==> src/hdl/sdi_ser_defines.vh <==
// Constants shared by the serializer datapath and its word buffer
`ifndef SDI_SER_DEFINES_VH
`define SDI_SER_DEFINES_VH

// ------------------------------------------------------------
// Word and buffer geometry
// ------------------------------------------------------------
`define WORD_W 10
`define BITS_PER_WORD 4'h9
`define FIFO_DEPTH 8
`define FIFO_AW 3
`define PRIME_WORDS 3'h4

// ------------------------------------------------------------
// Timing reference clipping and decoding
// ------------------------------------------------------------
`define CLIP_LOW_MAX 10'h003
`define CLIP_HIGH_MIN 10'h3FC
`define CLIP_LOW_VAL 10'h000
`define CLIP_HIGH_VAL 10'h3FF
`define TRS_H_BIT 6
`define TRS_V_BIT 7

// ------------------------------------------------------------
// Scrambler taps for x^9 + x^4 + 1
// ------------------------------------------------------------
`define SCR_TAP_A 3
`define SCR_TAP_B 8

// ------------------------------------------------------------
// Clock and lock timing
// ------------------------------------------------------------
`define CLK_PERIOD_NS 40
`define LOCK_TIME_NS 75000
`define LOCK_CYC (`LOCK_TIME_NS / `CLK_PERIOD_NS)
// Good periods needed before lock: half of LOCK_CYC in words, for margin
`define LOCK_GOOD_WORDS 8'h5D
`define PCLK_PERIOD_LAST 5'h09
`define PCLK_TIMEOUT 5'h14

`endif

==> src/hdl/word_fifo.v <==
// Synchronous FIFO with valid/ready on both sides
`timescale 1ns/1ps
module word_fifo #(
  parameter W = 11,
  parameter DEPTH = 8,
  parameter AW = 3
) (
  input wire clk_in,
  input wire rst_n_in,
  input wire [W-1:0] in_data_in,
  input wire in_valid_in,
  output wire in_ready_out,
  output wire [W-1:0] out_data_out,
  output wire out_valid_out,
  input wire out_ready_in
);

  reg [W-1:0] mem [0:DEPTH-1];
  reg [AW:0] wr_ptr_r;
  reg [AW:0] rd_ptr_r;
  wire full;
  wire empty;
  wire do_wr;
  wire do_rd;

  assign empty = (wr_ptr_r == rd_ptr_r);
  assign full = (wr_ptr_r[AW] != rd_ptr_r[AW]) && (wr_ptr_r[AW-1:0] == rd_ptr_r[AW-1:0]);
  assign in_ready_out = !full;
  assign out_valid_out = !empty;
  assign out_data_out = mem[rd_ptr_r[AW-1:0]];
  assign do_wr = in_valid_in && !full;
  assign do_rd = out_ready_in && !empty;

  always @(posedge clk_in) begin
    if (do_wr) begin
      mem[wr_ptr_r[AW-1:0]] <= in_data_in;
    end
  end

  always @(posedge clk_in) begin
    if (!rst_n_in) begin
      wr_ptr_r <= {(AW+1){1'b0}};
      rd_ptr_r <= {(AW+1){1'b0}};
    end else begin
      if (do_wr) begin
        wr_ptr_r <= wr_ptr_r + 1'b1;
      end
      if (do_rd) begin
        rd_ptr_r <= rd_ptr_r + 1'b1;
      end
    end
  end

endmodule

==> src/hdl/sdi_scrambler_serializer.v <==
// Serial digital video transmit datapath: capture, clip, scramble, NRZI
`timescale 1ns/1ps
`include "sdi_ser_defines.vh"
module sdi_scrambler_serializer (
  input wire ref_clk_in,
  input wire rst_n_in,
  input wire pclk_in,
  input wire [9:0] data_in,
  input wire eight_bit_in,
  input wire [1:0] data_type_in,
  input wire sync_det_en_n_in,
  output wire serial_out,
  output wire serial_oe_n_out,
  output wire lock_out,
  output wire video_valid_out,
  output wire overrun_out
);

  // ------------------------------------------------------------
  // Helper functions
  // ------------------------------------------------------------
  function is_ones;
    input [9:0] w;
    begin
      is_ones = (w >= `CLIP_HIGH_MIN);
    end
  endfunction

  function is_zeros;
    input [9:0] w;
    begin
      is_zeros = (w <= `CLIP_LOW_MAX);
    end
  endfunction

  function [9:0] clip;
    input [9:0] w;
    begin
      if (is_ones(w)) begin
        clip = `CLIP_HIGH_VAL;
      end else if (is_zeros(w)) begin
        clip = `CLIP_LOW_VAL;
      end else begin
        clip = w;
      end
    end
  endfunction

  // Every video type widens the same way: the low bits are fractional
  function [9:0] widen;
    input [9:0] d;
    input eight;
    input [1:0] kind;
    begin
      if (eight) begin
        case (kind)
          2'h0: widen = {d[7:0], 2'h0};
          2'h1: widen = {d[7:0], 2'h0};
          default: widen = {d[7:0], 2'h0};
        endcase
      end else begin
        widen = d;
      end
    end
  endfunction

  function last_bit;
    input [3:0] cnt;
    begin
      last_bit = (cnt == `BITS_PER_WORD);
    end
  endfunction

  // ------------------------------------------------------------
  // Word clock edge and run control
  // ------------------------------------------------------------
  reg pclk_d_r;
  reg run_r;
  wire pe;

  // Undriven pins are resolved low by the pad; here a low pclk never edges
  assign pe = pclk_in && !pclk_d_r;

  // Everything downstream stays in reset until the first word clock edge
  always @(posedge ref_clk_in) begin
    if (!rst_n_in) begin
      pclk_d_r <= 1'b0;
      run_r <= 1'b0;
    end else begin
      pclk_d_r <= pclk_in;
      if (pe) begin
        run_r <= 1'b1;
      end
    end
  end

  // ------------------------------------------------------------
  // Lock detection: word clock period must be ten bit times
  // ------------------------------------------------------------
  reg [4:0] per_cnt_r;
  reg [7:0] good_cnt_r;
  reg lock_r;

  // Many good periods are needed so that a short burst cannot raise lock
  always @(posedge ref_clk_in) begin
    if (!rst_n_in || !run_r) begin
      per_cnt_r <= 5'h00;
      good_cnt_r <= 8'h00;
      lock_r <= 1'b0;
    end else if (pe) begin
      per_cnt_r <= 5'h00;
      if (per_cnt_r == `PCLK_PERIOD_LAST) begin
        if (good_cnt_r == `LOCK_GOOD_WORDS) begin
          lock_r <= 1'b1;
        end else begin
          good_cnt_r <= good_cnt_r + 8'h01;
        end
      end else begin
        good_cnt_r <= 8'h00;
        lock_r <= 1'b0;
      end
    end else if (per_cnt_r == `PCLK_TIMEOUT) begin
      // Word clock stopped: the reference is gone
      good_cnt_r <= 8'h00;
      lock_r <= 1'b0;
    end else begin
      per_cnt_r <= per_cnt_r + 5'h01;
    end
  end

  // ------------------------------------------------------------
  // Input register and timing reference pipeline
  // ------------------------------------------------------------
  reg [9:0] cap_r;
  reg [9:0] w0_r;
  reg [9:0] w1_r;
  reg [9:0] w2_r;
  reg c1_r;
  reg c2_r;
  reg x0_r;
  reg x1_r;
  reg x2_r;
  reg [2:0] prime_r;
  reg vid_r;
  reg overrun_r;
  wire match;
  wire primed;
  wire [9:0] emit_word;
  wire fifo_in_ready;
  wire fifo_push;

  // Three words are held back so a whole preamble is seen before clipping
  assign match = !sync_det_en_n_in && is_ones(w2_r) && is_zeros(w1_r)
                 && is_zeros(w0_r);
  assign primed = (prime_r == `PRIME_WORDS);
  assign emit_word = (c2_r || match) ? clip(w2_r) : w2_r;
  assign fifo_push = pe && primed;

  always @(posedge ref_clk_in) begin
    if (!rst_n_in || !run_r) begin
      cap_r <= 10'h000;
      w0_r <= 10'h000;
      w1_r <= 10'h000;
      w2_r <= 10'h000;
      c1_r <= 1'b0;
      c2_r <= 1'b0;
      x0_r <= 1'b0;
      x1_r <= 1'b0;
      x2_r <= 1'b0;
      prime_r <= 3'h0;
      vid_r <= 1'b0;
      overrun_r <= 1'b0;
    end else begin
      // One pulse for each word dropped at a full buffer
      overrun_r <= fifo_push && !fifo_in_ready;
      if (pe) begin
        cap_r <= widen(data_in, eight_bit_in, data_type_in);
        w0_r <= cap_r;
        w1_r <= w0_r;
        w2_r <= w1_r;
        // The head word clips on the match, its two low words after it
        c1_r <= match;
        c2_r <= c1_r || match;
        x0_r <= match;
        x1_r <= x0_r;
        x2_r <= x1_r;
        if (!primed) begin
          prime_r <= prime_r + 3'h1;
        end
        if (x2_r && !sync_det_en_n_in) begin
          // Start of active video with field blanking clear opens video
          vid_r <= !w2_r[`TRS_H_BIT] && !w2_r[`TRS_V_BIT];
        end
      end
    end
  end

  // ------------------------------------------------------------
  // Word buffer between word clock and serial timing
  // ------------------------------------------------------------
  wire [10:0] fifo_out_data;
  wire fifo_out_valid;
  wire fifo_pop;
  reg [3:0] bit_cnt_r;

  // A push that meets a full buffer is dropped even if a pop lands in the
  // same cycle; the buffer then settles one word below full and the pushed word is lost
  assign fifo_pop = lock_r && last_bit(bit_cnt_r);

  word_fifo #(
    .W(11),
    .DEPTH(`FIFO_DEPTH),
    .AW(`FIFO_AW)
  ) u_fifo (
    .clk_in(ref_clk_in),
    .rst_n_in(rst_n_in && run_r),
    .in_data_in({vid_r, emit_word}),
    .in_valid_in(fifo_push),
    .in_ready_out(fifo_in_ready),
    .out_data_out(fifo_out_data),
    .out_valid_out(fifo_out_valid),
    .out_ready_in(fifo_pop)
  );

  // ------------------------------------------------------------
  // Serializer, scrambler and NRZI encoder
  // ------------------------------------------------------------
  reg [9:0] sh_r;
  reg [8:0] scr_r;
  reg nrzi_r;
  reg oe_n_r;
  reg vid_out_r;
  reg [9:0] sh_nxt;
  reg [8:0] scr_nxt;
  reg nrzi_nxt;
  reg scr_bit;

  // The shifter starts empty, so the first ten bits after lock are zeros
  always @* begin
    scr_bit = sh_r[0] ^ scr_r[`SCR_TAP_A] ^ scr_r[`SCR_TAP_B];
    scr_nxt = {scr_r[7:0], scr_bit};
    nrzi_nxt = nrzi_r ^ scr_bit;
    if (last_bit(bit_cnt_r)) begin
      // An empty buffer sends zero words rather than pausing the line
      sh_nxt = fifo_out_valid ? fifo_out_data[9:0] : 10'h000;
    end else begin
      sh_nxt = {1'b0, sh_r[9:1]};
    end
  end

  always @(posedge ref_clk_in) begin
    if (!rst_n_in || !run_r) begin
      sh_r <= 10'h000;
      scr_r <= 9'h000;
      nrzi_r <= 1'b0;
      bit_cnt_r <= 4'h0;
      oe_n_r <= 1'b1;
      vid_out_r <= 1'b0;
    end else begin
      oe_n_r <= 1'b0;
      if (lock_r) begin
        sh_r <= sh_nxt;
        scr_r <= scr_nxt;
        nrzi_r <= nrzi_nxt;
        if (last_bit(bit_cnt_r)) begin
          bit_cnt_r <= 4'h0;
          vid_out_r <= fifo_out_valid && fifo_out_data[10];
        end else begin
          bit_cnt_r <= bit_cnt_r + 4'h1;
        end
      end else begin
        // Out of lock the line level freezes
        bit_cnt_r <= 4'h0;
      end
    end
  end

  // ------------------------------------------------------------
  // Outputs
  // ------------------------------------------------------------
  assign serial_out = nrzi_r;
  assign serial_oe_n_out = oe_n_r;
  assign lock_out = lock_r;
  assign video_valid_out = vid_out_r;
  assign overrun_out = overrun_r;

endmodule

==> config.mk <==
export PLATFORM = sky130hd
export DESIGN_NAME = sdi_scrambler_serializer
export DESIGN_NICKNAME = d
export VERILOG_FILES = /design/src/hdl/word_fifo.v /design/src/hdl/sdi_scrambler_serializer.v
export VERILOG_INCLUDE_DIRS = /design/src /design/src/hdl
export SDC_FILE = /design/constraint.sdc
export NUM_CORES = 1
export LEC_CHECK = 0
export BUFFER_PORTS_ARGS = -buffer_cell sky130_fd_sc_hd__buf_2
export CORE_MARGIN = 5
export CORE_UTILIZATION = 45
export CTS_BUF_LIST = sky130_fd_sc_hd__clkbuf_8
export CTS_CLUSTER_DIAMETER = 60
export DETAILED_ROUTE_END_ITERATION = 6
export PLACE_DENSITY = 0.68
export SLEW_MARGIN = 20
export SYNTH_ARGS = -nofsm -noshare
export SYNTH_HDL_FRONTEND = slang
export SYNTH_SLANG_ARGS = --single-unit
==> constraint.sdc <==
create_clock -name ref_clk_in -period 6.35 [get_ports ref_clk_in]
set_clock_uncertainty 0.15 [all_clocks]
set_input_delay 1.27 -clock ref_clk_in [delete_from_list [all_inputs] [get_ports ref_clk_in]]
set_output_delay 1.27 -clock ref_clk_in [all_outputs]
set_load 0.02 [all_outputs]
# Word level (Yosys, flattened, before mapping)
# Memories as Yosys holds them, arrays and structs flattened. A register that Yosys moved wholly into a read port is not among the register bits.
# Index checks and enable logic that the tools add are counted.
# word_totals
regBits	99
latch_bits	0
mem_bits_rw	88
rom_bits	0
inputBits	17
out_inout_bits	5
wordCells	102
mem_count	1
# mem_list
name	depth	width	rd	rd_ports_with_merged_regs	wr	line	rtl
u_fifo.mem	8	11	1	1	1	word_fifo.v:18	reg [W-1:0] mem [0:DEPTH-1];
# classes
addsub	6
n_mul	0
div_mod_pow	0
magnitude_cmp	4
n_eq_ne	10
shifts	0
mux	19
bitwise_logic	5
n_reduce_logical	33
# ops
operator	count
$mux 10	6
$mux 8	4
$le 10x2->1 const B	3
$logic_and 1x1->1	14
$add 4x1->4 const B	3
$ge 10x10->1 const B	1
$reduce_and 2->1	5
$add 8x1->8 const B	1
$eq 8x7->1 const B	1
$logic_not 1->1	8
$mux 1	7
$mux 3	2
$add 5x1->5 const B	1
$eq 5x4->1 const B	1
$eq 5x5->1 const B	1
$eq 4x4->1	1
$eq 4x4->1 const B	1
$add 3x1->3 const B	1
$eq 3x3->1	1
$eq 3x3->1 const B	1
$logic_or 1x1->1	3
$ne 3x2->1 const B	1
$ne 3x3->1 const B	1
$reduce_or 3->1	1
5 further kinds	8

# Depth between registers and ports, before layout
# Gate-level depths: netlist of run 1.
# logic_depth
depth_word	6
mapped_depth	7
depth_no_buf	6

# By module
# From an unflattened synthesis of run 1, not the netlist that was laid out.
# hier_totals
cells_unflattened	637
area_unflattened_um2	7837.5
# modules_own_cells
mod	n_inst	cells_each	area_per_inst_um2	seq_area_each_um2
word_fifo	1	211	4149.0	2862.7
sdi_scrambler_serializer	1	426	3688.5	1821.7

# Worst setup path after synthesis of run 1
# No wires, ideal clock.
# synth_timing
path_type	input port to flip-flop
startpoint	input pclk_in
endpoint	memory u_fifo.mem[0][0], enable pin
setup_ns	0.408
t_arrival_ns	2.942
required_ns	5.792
path_slack_ns	2.850
path_stages	4
n_path_buf	0
cell_sequence	nand2b_1 nor2_1 nand2_1 nor4_1
# synth_between
elab_chain_cells	5
# synth_rtl
item	line	rtl
start: declaration	sdi_scrambler_serializer.v:7	input wire pclk_in,
$logic_and 1x1->1	sdi_scrambler_serializer.v:82	assign pe = pclk_in && !pclk_d_r;
$logic_and 1x1->1	sdi_scrambler_serializer.v:157	assign fifo_push = pe && primed;
$logic_and 1x1->1	word_fifo.v:31	assign do_wr = in_valid_in && !full;
$mux 1	word_fifo.v:35	if (do_wr) begin
$mux 1 (implied by the code)	word_fifo.v:36	mem[wr_ptr_r[AW-1:0]] <= in_data_in;
end: declaration	word_fifo.v:18	
# Every way passes these cells.

# Worst setup path after layout of run 1
# layout_timing
startpoint	input pclk_in
endpoint	memory u_fifo.mem[0][5], enable pin
# Same word-level chain as after synthesis.

==> results of run 1 <==
[layer usage]
layer  up-vias  track usage [%]  part of all wire (%)
met5         -                0                     0
met4         0             5.10                   1.2
met3        14             3.22                   3.3
met2        70             25.2                    51
met1      2307             18.9                    44
li1       2293                -                     -
[synth_stat cells, types with 5 or more instances]
library cell,count
buf_1,9
o22ai_1,9
nor3_1,9
a21oi_1,60
mux4_2,22
edfxtp_1,88
nor2_1,46
nand3_1,14
dfxtp_1,102
inv_1,7
o21ai_0,8
a211oi_1,11
xnor2_1,9
nand2_1,88
ha_1,11
nor2b_1,10
nor4_1,5
buf_2,9
mux2i_1,29
clkbuf_1,19
[registers in the layout, summed over array words and instances (netlist names), 3 cells and up, named ones only]
signal and flops:
per_cnt_r 5, cap_r 10, bit_cnt_r 4, w1_r 10
sh_r 10, good_cnt_r 8, w2_r 10, w0_r 10
u_fifo.rd_ptr_r 4, u_fifo.wr_ptr_r 4, u_fifo.mem 88, prime_r 3
scr_r 9
[power groups by stage]
| stage | registers [mW] | clock network, mW | logic, mW |
|---|---|---|---|
| floorplan | 1.30 | 0 | 0.0332 |
| global placement | 1.30 | 0 | 0.0451 |
| global route | 1.27 | 0.945 | 0.0525 |
| CTS | 1.27 | 0.888 | 0.0467 |
| finish | 1.27 | 0.863 | 0.0464 |
| detailed placement | 1.30 | 0 | 0.0465 |
[cells by family after synthesis]
logic type	share of synthesized area [%]
and+or+nand+nor	12.6
DFF	61.8
AOI/OAI and AO/OA	8.75
muxes	10.4
buffers and inverters	2.77
xor gates and xnor gates	1.82
adders and majority gates	1.82
[placed cells by master (no fill, tap or decap), drive strengths merged, types with 3 or more instances in the layout]
cell type | Yosys | routed
a211oi | 11 | 11
a21o | 3 | 3
a21oi | 61 | 61
a31o | 4 | 4
and2 | 3 | 3
and3 | 4 | 4
buf | 22 | 28
bufinv | 0 | 4
clkbuf | 19 | 17
dfxtp | 102 | 102
edfxtp | 88 | 88
ha | 11 | 11
inv | 8 | 16
mux2i | 29 | 29
mux4 | 22 | 22
nand2 | 88 | 88
nand2b | 4 | 4
nand3 | 14 | 14
nand3b | 3 | 3
nand4b | 4 | 4
nor2 | 46 | 46
nor2b | 10 | 10
nor3 | 9 | 9
nor4 | 5 | 5
o21ai | 8 | 8
o22ai | 9 | 9
xnor2 | 9 | 9
xor2 | 4 | 4
[worst max-delay path by stage]
stage | startpoint | to | slack, ns | depth (start not counted)
2_1_floorplan | pclk_in | u_fifo.mem[0][0] | 2.85 | 4
3_3_place_gp | pclk_in | u_fifo.mem[7][3] | 2.59 | 6
3_5_place_dp | pclk_in | u_fifo.mem[3][4] | 2.48 | 6
4_1_cts | pclk_in | u_fifo.mem[3][0] | 2.98 | 6
5_1_grt | pclk_in | u_fifo.mem[0][9] | 3.05 | 6
6_report | pclk_in | u_fifo.mem[0][5] | 3.20 | 6
[worst min-delay path, delay by kind of cell, from the launching register on]
family	cells	cell delay, ns
flip-flops	1	0.32
AND/OR/NAND/NOR	1	0.05
AO/OA/AOI/OAI	1	0.05
[metrics by stage]
stage,utilization (%),hold WS [ns],setup slack [ns]
after global routing,50.3,0.330,3.05
after CTS,50.2,0.310,2.98
after floorplan,-,0.282,2.85
after global placement,47.5,0.289,2.59
final,50.3,0.308,3.20
after detailed placement,47.6,0.297,2.48
[final cells by class]
| type | instances | share of cell area (%) |
|---|---|---|
| flip-flops and latches | 190 | 56.4 |
| multi-input cells | 388 | 32.6 |
| well taps | 220 | 3.31 |
| clock buffers | 17 | 2.82 |
| clock inverters | 15 | 2.49 |
| repair buffers | 28 | 1.96 |
| inverters | 8 | 0.362 |
==> flow_summary.ini, run 1 <==
[layout]
final_design_area_no_fill_um2 = 8310
fillerInstances = 1429
layout.cells.non_filler = 866
sequential_cell_area_um2 = 4690
finalNetCount = 661
areaGrowthSynthToFinish_pct = 9.63
multi_input_area_um2 = 2710
diodes = 0
fraction_of_layout_instances_using_a_drive_strength_above_1_pct = 15.0

[floorplanning]
num_rows = 47
die-area_um2 = 19500
placeableCoreArea_um2 = 16500
io_pins = 22
die-height_um = 140
initial_utilization_pct = 45.8
die_w_um = 140

[synthesis]
synthesis.instances = 627
ys_top_cells_by_area = edfxtp_1 (35%), dfxtp_1 (27%), mux4_2 (6.5%)
synth_cell_type_count = 51
yosysTopAreaCellShare_pct = 34.9
postSynthAreaPerCell_um2 = 12.1
yosys_warnings = 0
leading_register_cell_type_out_of_synthesis = dfxtp_1
synth_enable_flop_cells = 88
synth.largest_area_cell = edfxtp_1
synth-seq-area-share_pct = 61.8
synthesis.nets = 655
synthArstFlopShare_pct = 0
synth.ff_latch_count = 190
synthesis.area_um2 = 7580

[pwr]
power.net_switching_uw = 462
p_leak_nw = 2.76
pwr_density_cell_nw_per_um2 = 263
design_power_total_mw = 2.18
p_seq_share_pct = 58.3
combPwrFrac_pct = 2.1
p_int_mw = 1.72
swShare_pct = 21.2
irDropWorstVdd_v = 0.000167
power_frac_clock_pct = 39.5

[placed_design]
post-dp-hpwl_um = 9180
port_buffers = 19
gp_congestion = 0.810
dp_cells = 834
placed_area_um2 = 7860

[worst_setup_path]
cp_cell_sequence = buf_2 > nand2b_1 > buf_4 > nor2_1 > nand2_1 > nor4_4
cp_num_buf_inv = 2
cp-end-kind = flop
startpoint_type = input pin
regToRegStartpoint = pclk_d_r
crit_path_max_incr_delay_ns = 0.74
critical-path-slowest-cell = nor4_4
critPathArrivalTime_ns = 3.08
cp_max_fo = 43
regToRegEndpoint = u_fifo.mem[0][5]
worstSetupPathType = input pin to flop
critical_path_required_ns = 6.28
worst_path_dominant_cell_family = simple AND/OR/NAND/NOR gates
worst-r2r-setup-slack_ns = 3.69
worst-r2r-cell-count = 5

[route]
via_per_inst = 5.41
wl_per_cell_um = 16.2
detailed_router_iteration_count_before_antenna_repair = 4
drt-initial-drc-count = 319
route.final.wire_length_um = 14000
detailroute.via_count = 4684
ant_nets = 0
remaining_drc_errors = 0

[clock_tree]
cts_made_buffers = 17
clock_latency_ns = 0.46
cts-root-buf = clkbuf_8
clock_tree.buffer_depth = 2
tritoncts_num_sinks = 190
clk_pin_slew_ns = 0.09
h-tree-depth = 4
tritoncts = yes
holdBufCountCts = 0
postCtsSetupRepairBufs = 0
cts_resized = 0

[sta]
tns_ns = 0
hold_viol_final = 0
fin_crit_sh_pct = 49.6
max_clock_freq_ghz = 0.318
worst_slew_margin_rel_pct = 35.0
timing_max_transition_violations_final = 0
max_slew.worst_pin.slew_ns = 0.974
min_period_ns = 3.15
finalSetupViolations = 0
rsz_0062_raised_after_global_routing = no

[min_path]
min_from = x1_r
holdPathEnd = x2_r
min_path_cells = 2
hp_class = flop to flop

[global_routing]
maximum_number_of_pins_on_one_net_before_global_route_repair = 57
grt_first_pass_wirelength_um = 23300
initial_antenna_violation_count = 0
global_route.overflow_total = 0
vias_in_the_first_global_route = 4682
total_track_usage_pct = 14.8

[run]
max_cap_viol_count = 0

[outcome]
status = completed
(Power assumes the default switching activity.)
==> inputs of run 2 (changes only) <==
- PLACE_DENSITY: 0.68 -> 0.7
- clock period: 6.35 -> 2.6 ns (I/O delays scaled with it)
==> run 2 against run 1 <==
  * Total power increased by 130%
  * Final area barely moved
  * Clock-buffer cell count stayed put
  * Worst setup slack got worse by 2.8 ns
  * Critical path depth increased by 1
  * Critical endpoint is now u_fifo.mem[4][6]
  * Largest power group unchanged
==> flow_summary.ini, run 2 (synthesis results as in run 1) <==
[worst_setup_path]
cpMostUsedCell = nand2_1
critical_path_required_ns = 2.59
critPathArrivalTime_ns = 2.21
worst-r2r-setup-slack_ns = 0.38
crit_path_max_incr_delay_ns = 0.35
worst-r2r-cell-count = 7
startpoint_type = flop
cp_cell_sequence = inv_1 > ha_1 > nand2_1 > nor2_1 > nand2_1 > nor3_1 > buf_4
regToRegStartpoint = prime_r[0]
cp_num_buf_inv = 2
regToRegEndpoint = u_fifo.mem[4][6]
worst_path_dominant_cell_family = simple AND/OR/NAND/NOR gates
critical-path-slowest-cell = nor2_1
cp_max_fo = 11
worstSetupPathType = flop to flop
cp-end-kind = flop

[clock_tree]
cts-root-buf = clkbuf_8
holdBufCountCts = 0
h-tree-depth = 4
cts_resized = 0
clk_pin_slew_ns = 0.09
tritoncts_num_sinks = 190
cts_made_buffers = 17
clock_tree.buffer_depth = 2
postCtsSetupRepairBufs = 0
tritoncts = yes
clock_latency_ns = 0.45

[route]
detailed_router_iteration_count_before_antenna_repair = 4
drt-initial-drc-count = 360
via_per_inst = 5.37
detailroute.via_count = 4703
ant_nets = 0
wl_per_cell_um = 15.9
remaining_drc_errors = 0
route.final.wire_length_um = 13900

[pwr]
p_leak_nw = 2.80
pwr_density_cell_nw_per_um2 = 607
irDropWorstVdd_v = 0.000310

[sta]
hold_viol_final = 0
max_clock_freq_ghz = 0.450
timing_max_transition_violations_final = 0
finalWorstSetupSlack_ns = 0.377
finalSetupViolations = 0
rsz_0062_raised_after_global_routing = no
tns_ns = 0
worst_slew_margin_rel_pct = 52.4
fin_crit_sh_pct = 85.5
min_period_ns = 2.22
holdWs_ns = 0.150
max_slew.worst_pin.slew_ns = 0.713

[floorplanning]
initial_utilization_pct = 45.8
num_rows = 47
die-height_um = 140
io_pins = 22
die_w_um = 140
placeableCoreArea_um2 = 16500
die-area_um2 = 19500

[layout]
largest_register_ff_count = 88
mostFrequentLayoutCell = dfxtp_1
diodes = 0
utilization_pct = 50.2
areaGrowthSynthToFinish_pct = 9.53
most_frequent_cells_in_the_layout = dfxtp_1 (102), nand2_1 (88), edfxtp_1 (88)
finalNetCount = 671
fraction_of_layout_instances_using_a_drive_strength_above_1_pct = 15.1
final_design_area_no_fill_um2 = 8300

[global_routing]
total_track_usage_pct = 14.8
maximum_number_of_pins_on_one_net_before_global_route_repair = 51
initial_antenna_violation_count = 0
vias_in_the_first_global_route = 4731
global_route.overflow_total = 0
grt_first_pass_wirelength_um = 23500

[placed_design]
gp_congestion = 0.760
post-dp-hpwl_um = 9330
preCtsSetupSlack_ns = 0.396
port_buffers = 19
placed_area_um2 = 7940

[min_path]
holdPathEnd = run_r
min_path_cells = 2
min_from = rst_n_in
hp_class = input pin to flop

[run]
max_cap_viol_count = 0

[outcome]
status = completed
-- run 2: cell types whose count changed in the layout (fill, tap and decap cells not counted), moves of 2 or more --
| cell | previous run | this run |
|---|---|---|
| bufinv_16 | 4 | 2 |
| nor2_2 | 3 | 0 |
| inv_6 | 4 | 1 |
| clkinv_2 | 0 | 3 |
| nor2_1 | 43 | 46 |
| clkinvlp_4 | 2 | 0 |
| inv_1 | 8 | 10 |
| buf_4 | 9 | 18 |
-- run 2: power by group --
| part | internal [mW] | leakage, nW | switching, mW |
|---|---|---|---|
| clock network | 0.836 | 0.201 | 0.965 |
| registers | 3.10 | 1.71 | 0.00594 |
| logic | 0.0408 | 0.880 | 0.0842 |
| total | 3.98 | 2.80 | 1.06 |
-- run 2: worst max-delay path by stage --
stage / end / start / slack, ns / cells after the start
after floorplan: u_fifo.mem[1][0] / pclk_in / 0.11 / 4
after global placement: u_fifo.mem[4][4] / pclk_in / 0.41 / 6
after detailed placement: u_fifo.mem[4][5] / pclk_in / 0.40 / 6
after CTS: u_fifo.mem[4][0] / prime_r[0] / 0.40 / 7
after global routing: u_fifo.mem[4][0] / u_fifo.wr_ptr_r[0] / 0.29 / 5
final: u_fifo.mem[4][6] / prime_r[0] / 0.38 / 7
-- run 2: area by class of cell --
cell class,count,area [um^2]
Multi-Input combinational cell,388,2700
Fill cell,1406,8230
Sequential cell,190,4680
Clock buffer,17,234
Inverter,8,30.0
Tap cell,220,275
Clock inverter,14,129
Timing Repair Buffer,38,250
-- run 2: routing by layer --
layer	GRT usage (%)	share of wire (%)	vias up	wire (um)
met5	0	0	-	0
met4	4.33	0.83	0	116
li1	-	-	2301	-
met2	25.3	51	92	7130
met3	3.12	4.5	11	631
met1	19.1	43	2299	6040
-- run 2: worst reg2reg max path, stage by stage, from the launching register on --
cell     delay, ns
dfxtp_1       0.32
inv_1         0.08
ha_1          0.20
nand2_1       0.09
nor2_1        0.35
nand2_1       0.24
nor3_1        0.23
buf_4         0.25
-- run 2: through the flow --
step / cells / power (mW)
4_1_cts: 875 / 5.09
6_report: 875 / 5.04
3_3_place_gp: 844 / 3.30
3_5_place_dp: 844 / 3.30
2_1_floorplan: 627 / 3.26
5_1_grt: 875 / 5.24
==> inputs of run 3 (changes only) <==
- ABC_CLOCK_PERIOD_IN_PS: unset -> 2200
- PLACE_DENSITY: 0.7 -> 0.68
- clock period: 2.6 -> 2.2 ns (I/O delays scaled with it)
==> run 3 against run 2 <==
  * Via count up 2.3%
  * Global-route usage up 0.43 points
  * Worst setup slack worse by 0.31 ns
  * Register-to-register slack worse by 0.24 ns
  * Non-clock buffer count up 19
  * Critical path type is now flop to primary output
  * Routed wire length up 3.5%
  * Die area unchanged
  * Highest routed layer unchanged
  * Largest power group unchanged
  * Sequential power up 18%
==> flow_summary.ini, run 3 (synthesis results as in run 1) <==
[layout]
mostFrequentLayoutCell = dfxtp_1
fraction_of_layout_instances_using_a_drive_strength_above_1_pct = 18.2
utilization_pct = 51.6
layout.cells.non_filler = 894
most_frequent_cells_in_the_layout = dfxtp_1 (102), edfxtp_1 (88), nand2_1 (87)
fillerInstances = 1380
final_design_area_no_fill_um2 = 8530
largest_register_ff_count = 88
areaGrowthSynthToFinish_pct = 12.6
finalNetCount = 690
diodes = 0

[sta]
fin_crit_sh_pct = 96.8
finalWorstSetupSlack_ns = 0.0704
hold_viol_final = 0
max_clock_freq_ghz = 0.470
rsz_0062_raised_after_global_routing = yes
holdWs_ns = 0.0466
timing_max_transition_violations_final = 0
worst_slew_margin_rel_pct = 54.0
max_slew.worst_pin.slew_ns = 0.689
min_period_ns = 2.13
tns_ns = 0
finalSetupViolations = 0

[route]
wl_per_cell_um = 16.1
routed-wl-met3_um = 516
ant_nets = 0
drt-initial-drc-count = 314
remaining_drc_errors = 0
detailroute.via_count = 4810
route.layer.met1.wl_um = 6390
via_per_inst = 5.38
detailed_router_iteration_count_before_antenna_repair = 5
route.final.wire_length_um = 14400
met2RoutedLength_um = 7290
topRoutingLayerUsed = met4

[global_routing]
initial_antenna_violation_count = 0
vias_in_the_first_global_route = 4826
grt_first_pass_wirelength_um = 23900
maximum_number_of_pins_on_one_net_before_global_route_repair = 43
total_track_usage_pct = 15.3
global_route.overflow_total = 0

[worst_setup_path]
cp-end-kind = primary output
startpoint_type = flop
critPathArrivalTime_ns = 1.54
cp_num_buf_inv = 2
worst_path_dominant_cell_family = buffers and inverters
regToRegStartpoint = prime_r[0]
cp_max_fo = 23
critical_path_required_ns = 1.61
critical-path-slowest-cell = dfxtp_1
worstSetupPathType = flop to primary output
cp_cell_sequence = buf_4 > buf_2
cp-startpoint = lock_out
crit_path_max_incr_delay_ns = 0.46

[floorplanning]
io_pins = 22
initial_utilization_pct = 45.8
die-height_um = 140
die_w_um = 140
placeableCoreArea_um2 = 16500
die-area_um2 = 19500
num_rows = 47

[min_path]
hp_class = input pin to flop
min_from = rst_n_in

[clock_tree]
h-tree-depth = 4
holdBufCountCts = 0
clock_latency_ns = 0.47
cts-root-buf = clkbuf_8
tritoncts_num_sinks = 190
postCtsSetupRepairBufs = 0
clock_tree.buffer_depth = 2
clk_pin_slew_ns = 0.09
tritoncts = yes
cts_made_buffers = 17

[pwr]
irDropWorstVdd_v = 0.000517
pwr_density_cell_nw_per_um2 = 722
p_leak_nw = 2.92
design_power_total_mw = 6.16

[placed_design]
dp_cells = 862
post-dp-hpwl_um = 9760
placed_area_um2 = 8100
preCtsSetupSlack_ns = -0.136
gp_congestion = 0.757
port_buffers = 19

[outcome]
status = completed

[run]
max_cap_viol_count = 0
==> run 3: cell types whose count changed in the layout (fill, tap and decap cells not counted), sizes merged <==
cell | before | now
inv | 14 | 13
bufinv | 2 | 3
clkinv | 6 | 3
clkbuf | 17 | 21
buf | 38 | 56
==> run 3: path summary, 6_finish.rpt <==
kind / slack [ns] / depth (start not counted) / end
max: 0.07 / 2 / lock_out
min: 0.05 / 2 / run_r
max reg2reg: 0.14 / 6 / u_fifo.mem[3][3]
min reg2reg: 0.30 / 2 / x2_r
==> run 3: worst reg2reg max path: stages (launching register included) <==
cell	delay, ns
dfxtp_1	0.32
inv_1	0.08
ha_1	0.16
nand2_1	0.08
nor2_1	0.12
nand3_1	0.21
nor2_2	0.57
==> run 3: what timing repair did <==
action / in CTS / in global routing
resized for setup: 0 / 8
cloned: 0 / 1
setup endpoints to repair: 33 / 44
endpoints found under the hold margin: 0 / 0
==> run 3: layout make-up <==
type                    instances  area [um^2]  area share, %
clock buffers                  20          275           3.23
clock inverters                11          128           1.50
inverters                       8         30.0          0.352
multi-input cells             388         2720           31.9
flip-flops and latches        190         4680           54.9
well taps                     220          275           3.23
repair buffers                 57          418           4.90
==> run 3: routing by layer <==
layer | vias to the layer above | track usage [%]
met4 | 0 | 5.20
met2 | 79 | 25.6
met1 | 2367 | 19.7
met3 | 19 | 3.33
met5 | - | 0
li1 | 2345 | -
==> run 3: report_power, final <==
part / leakage, nW / switching (mW) / total [mW] / internal (mW)
clock: 0.225 / 1.14 / 2.33 / 1.19
combinational: 0.985 / 0.102 / 0.157 / 0.0548
sequential: 1.71 / 0.00613 / 3.67 / 3.67
total: 2.92 / 1.25 / 6.16 / 4.91
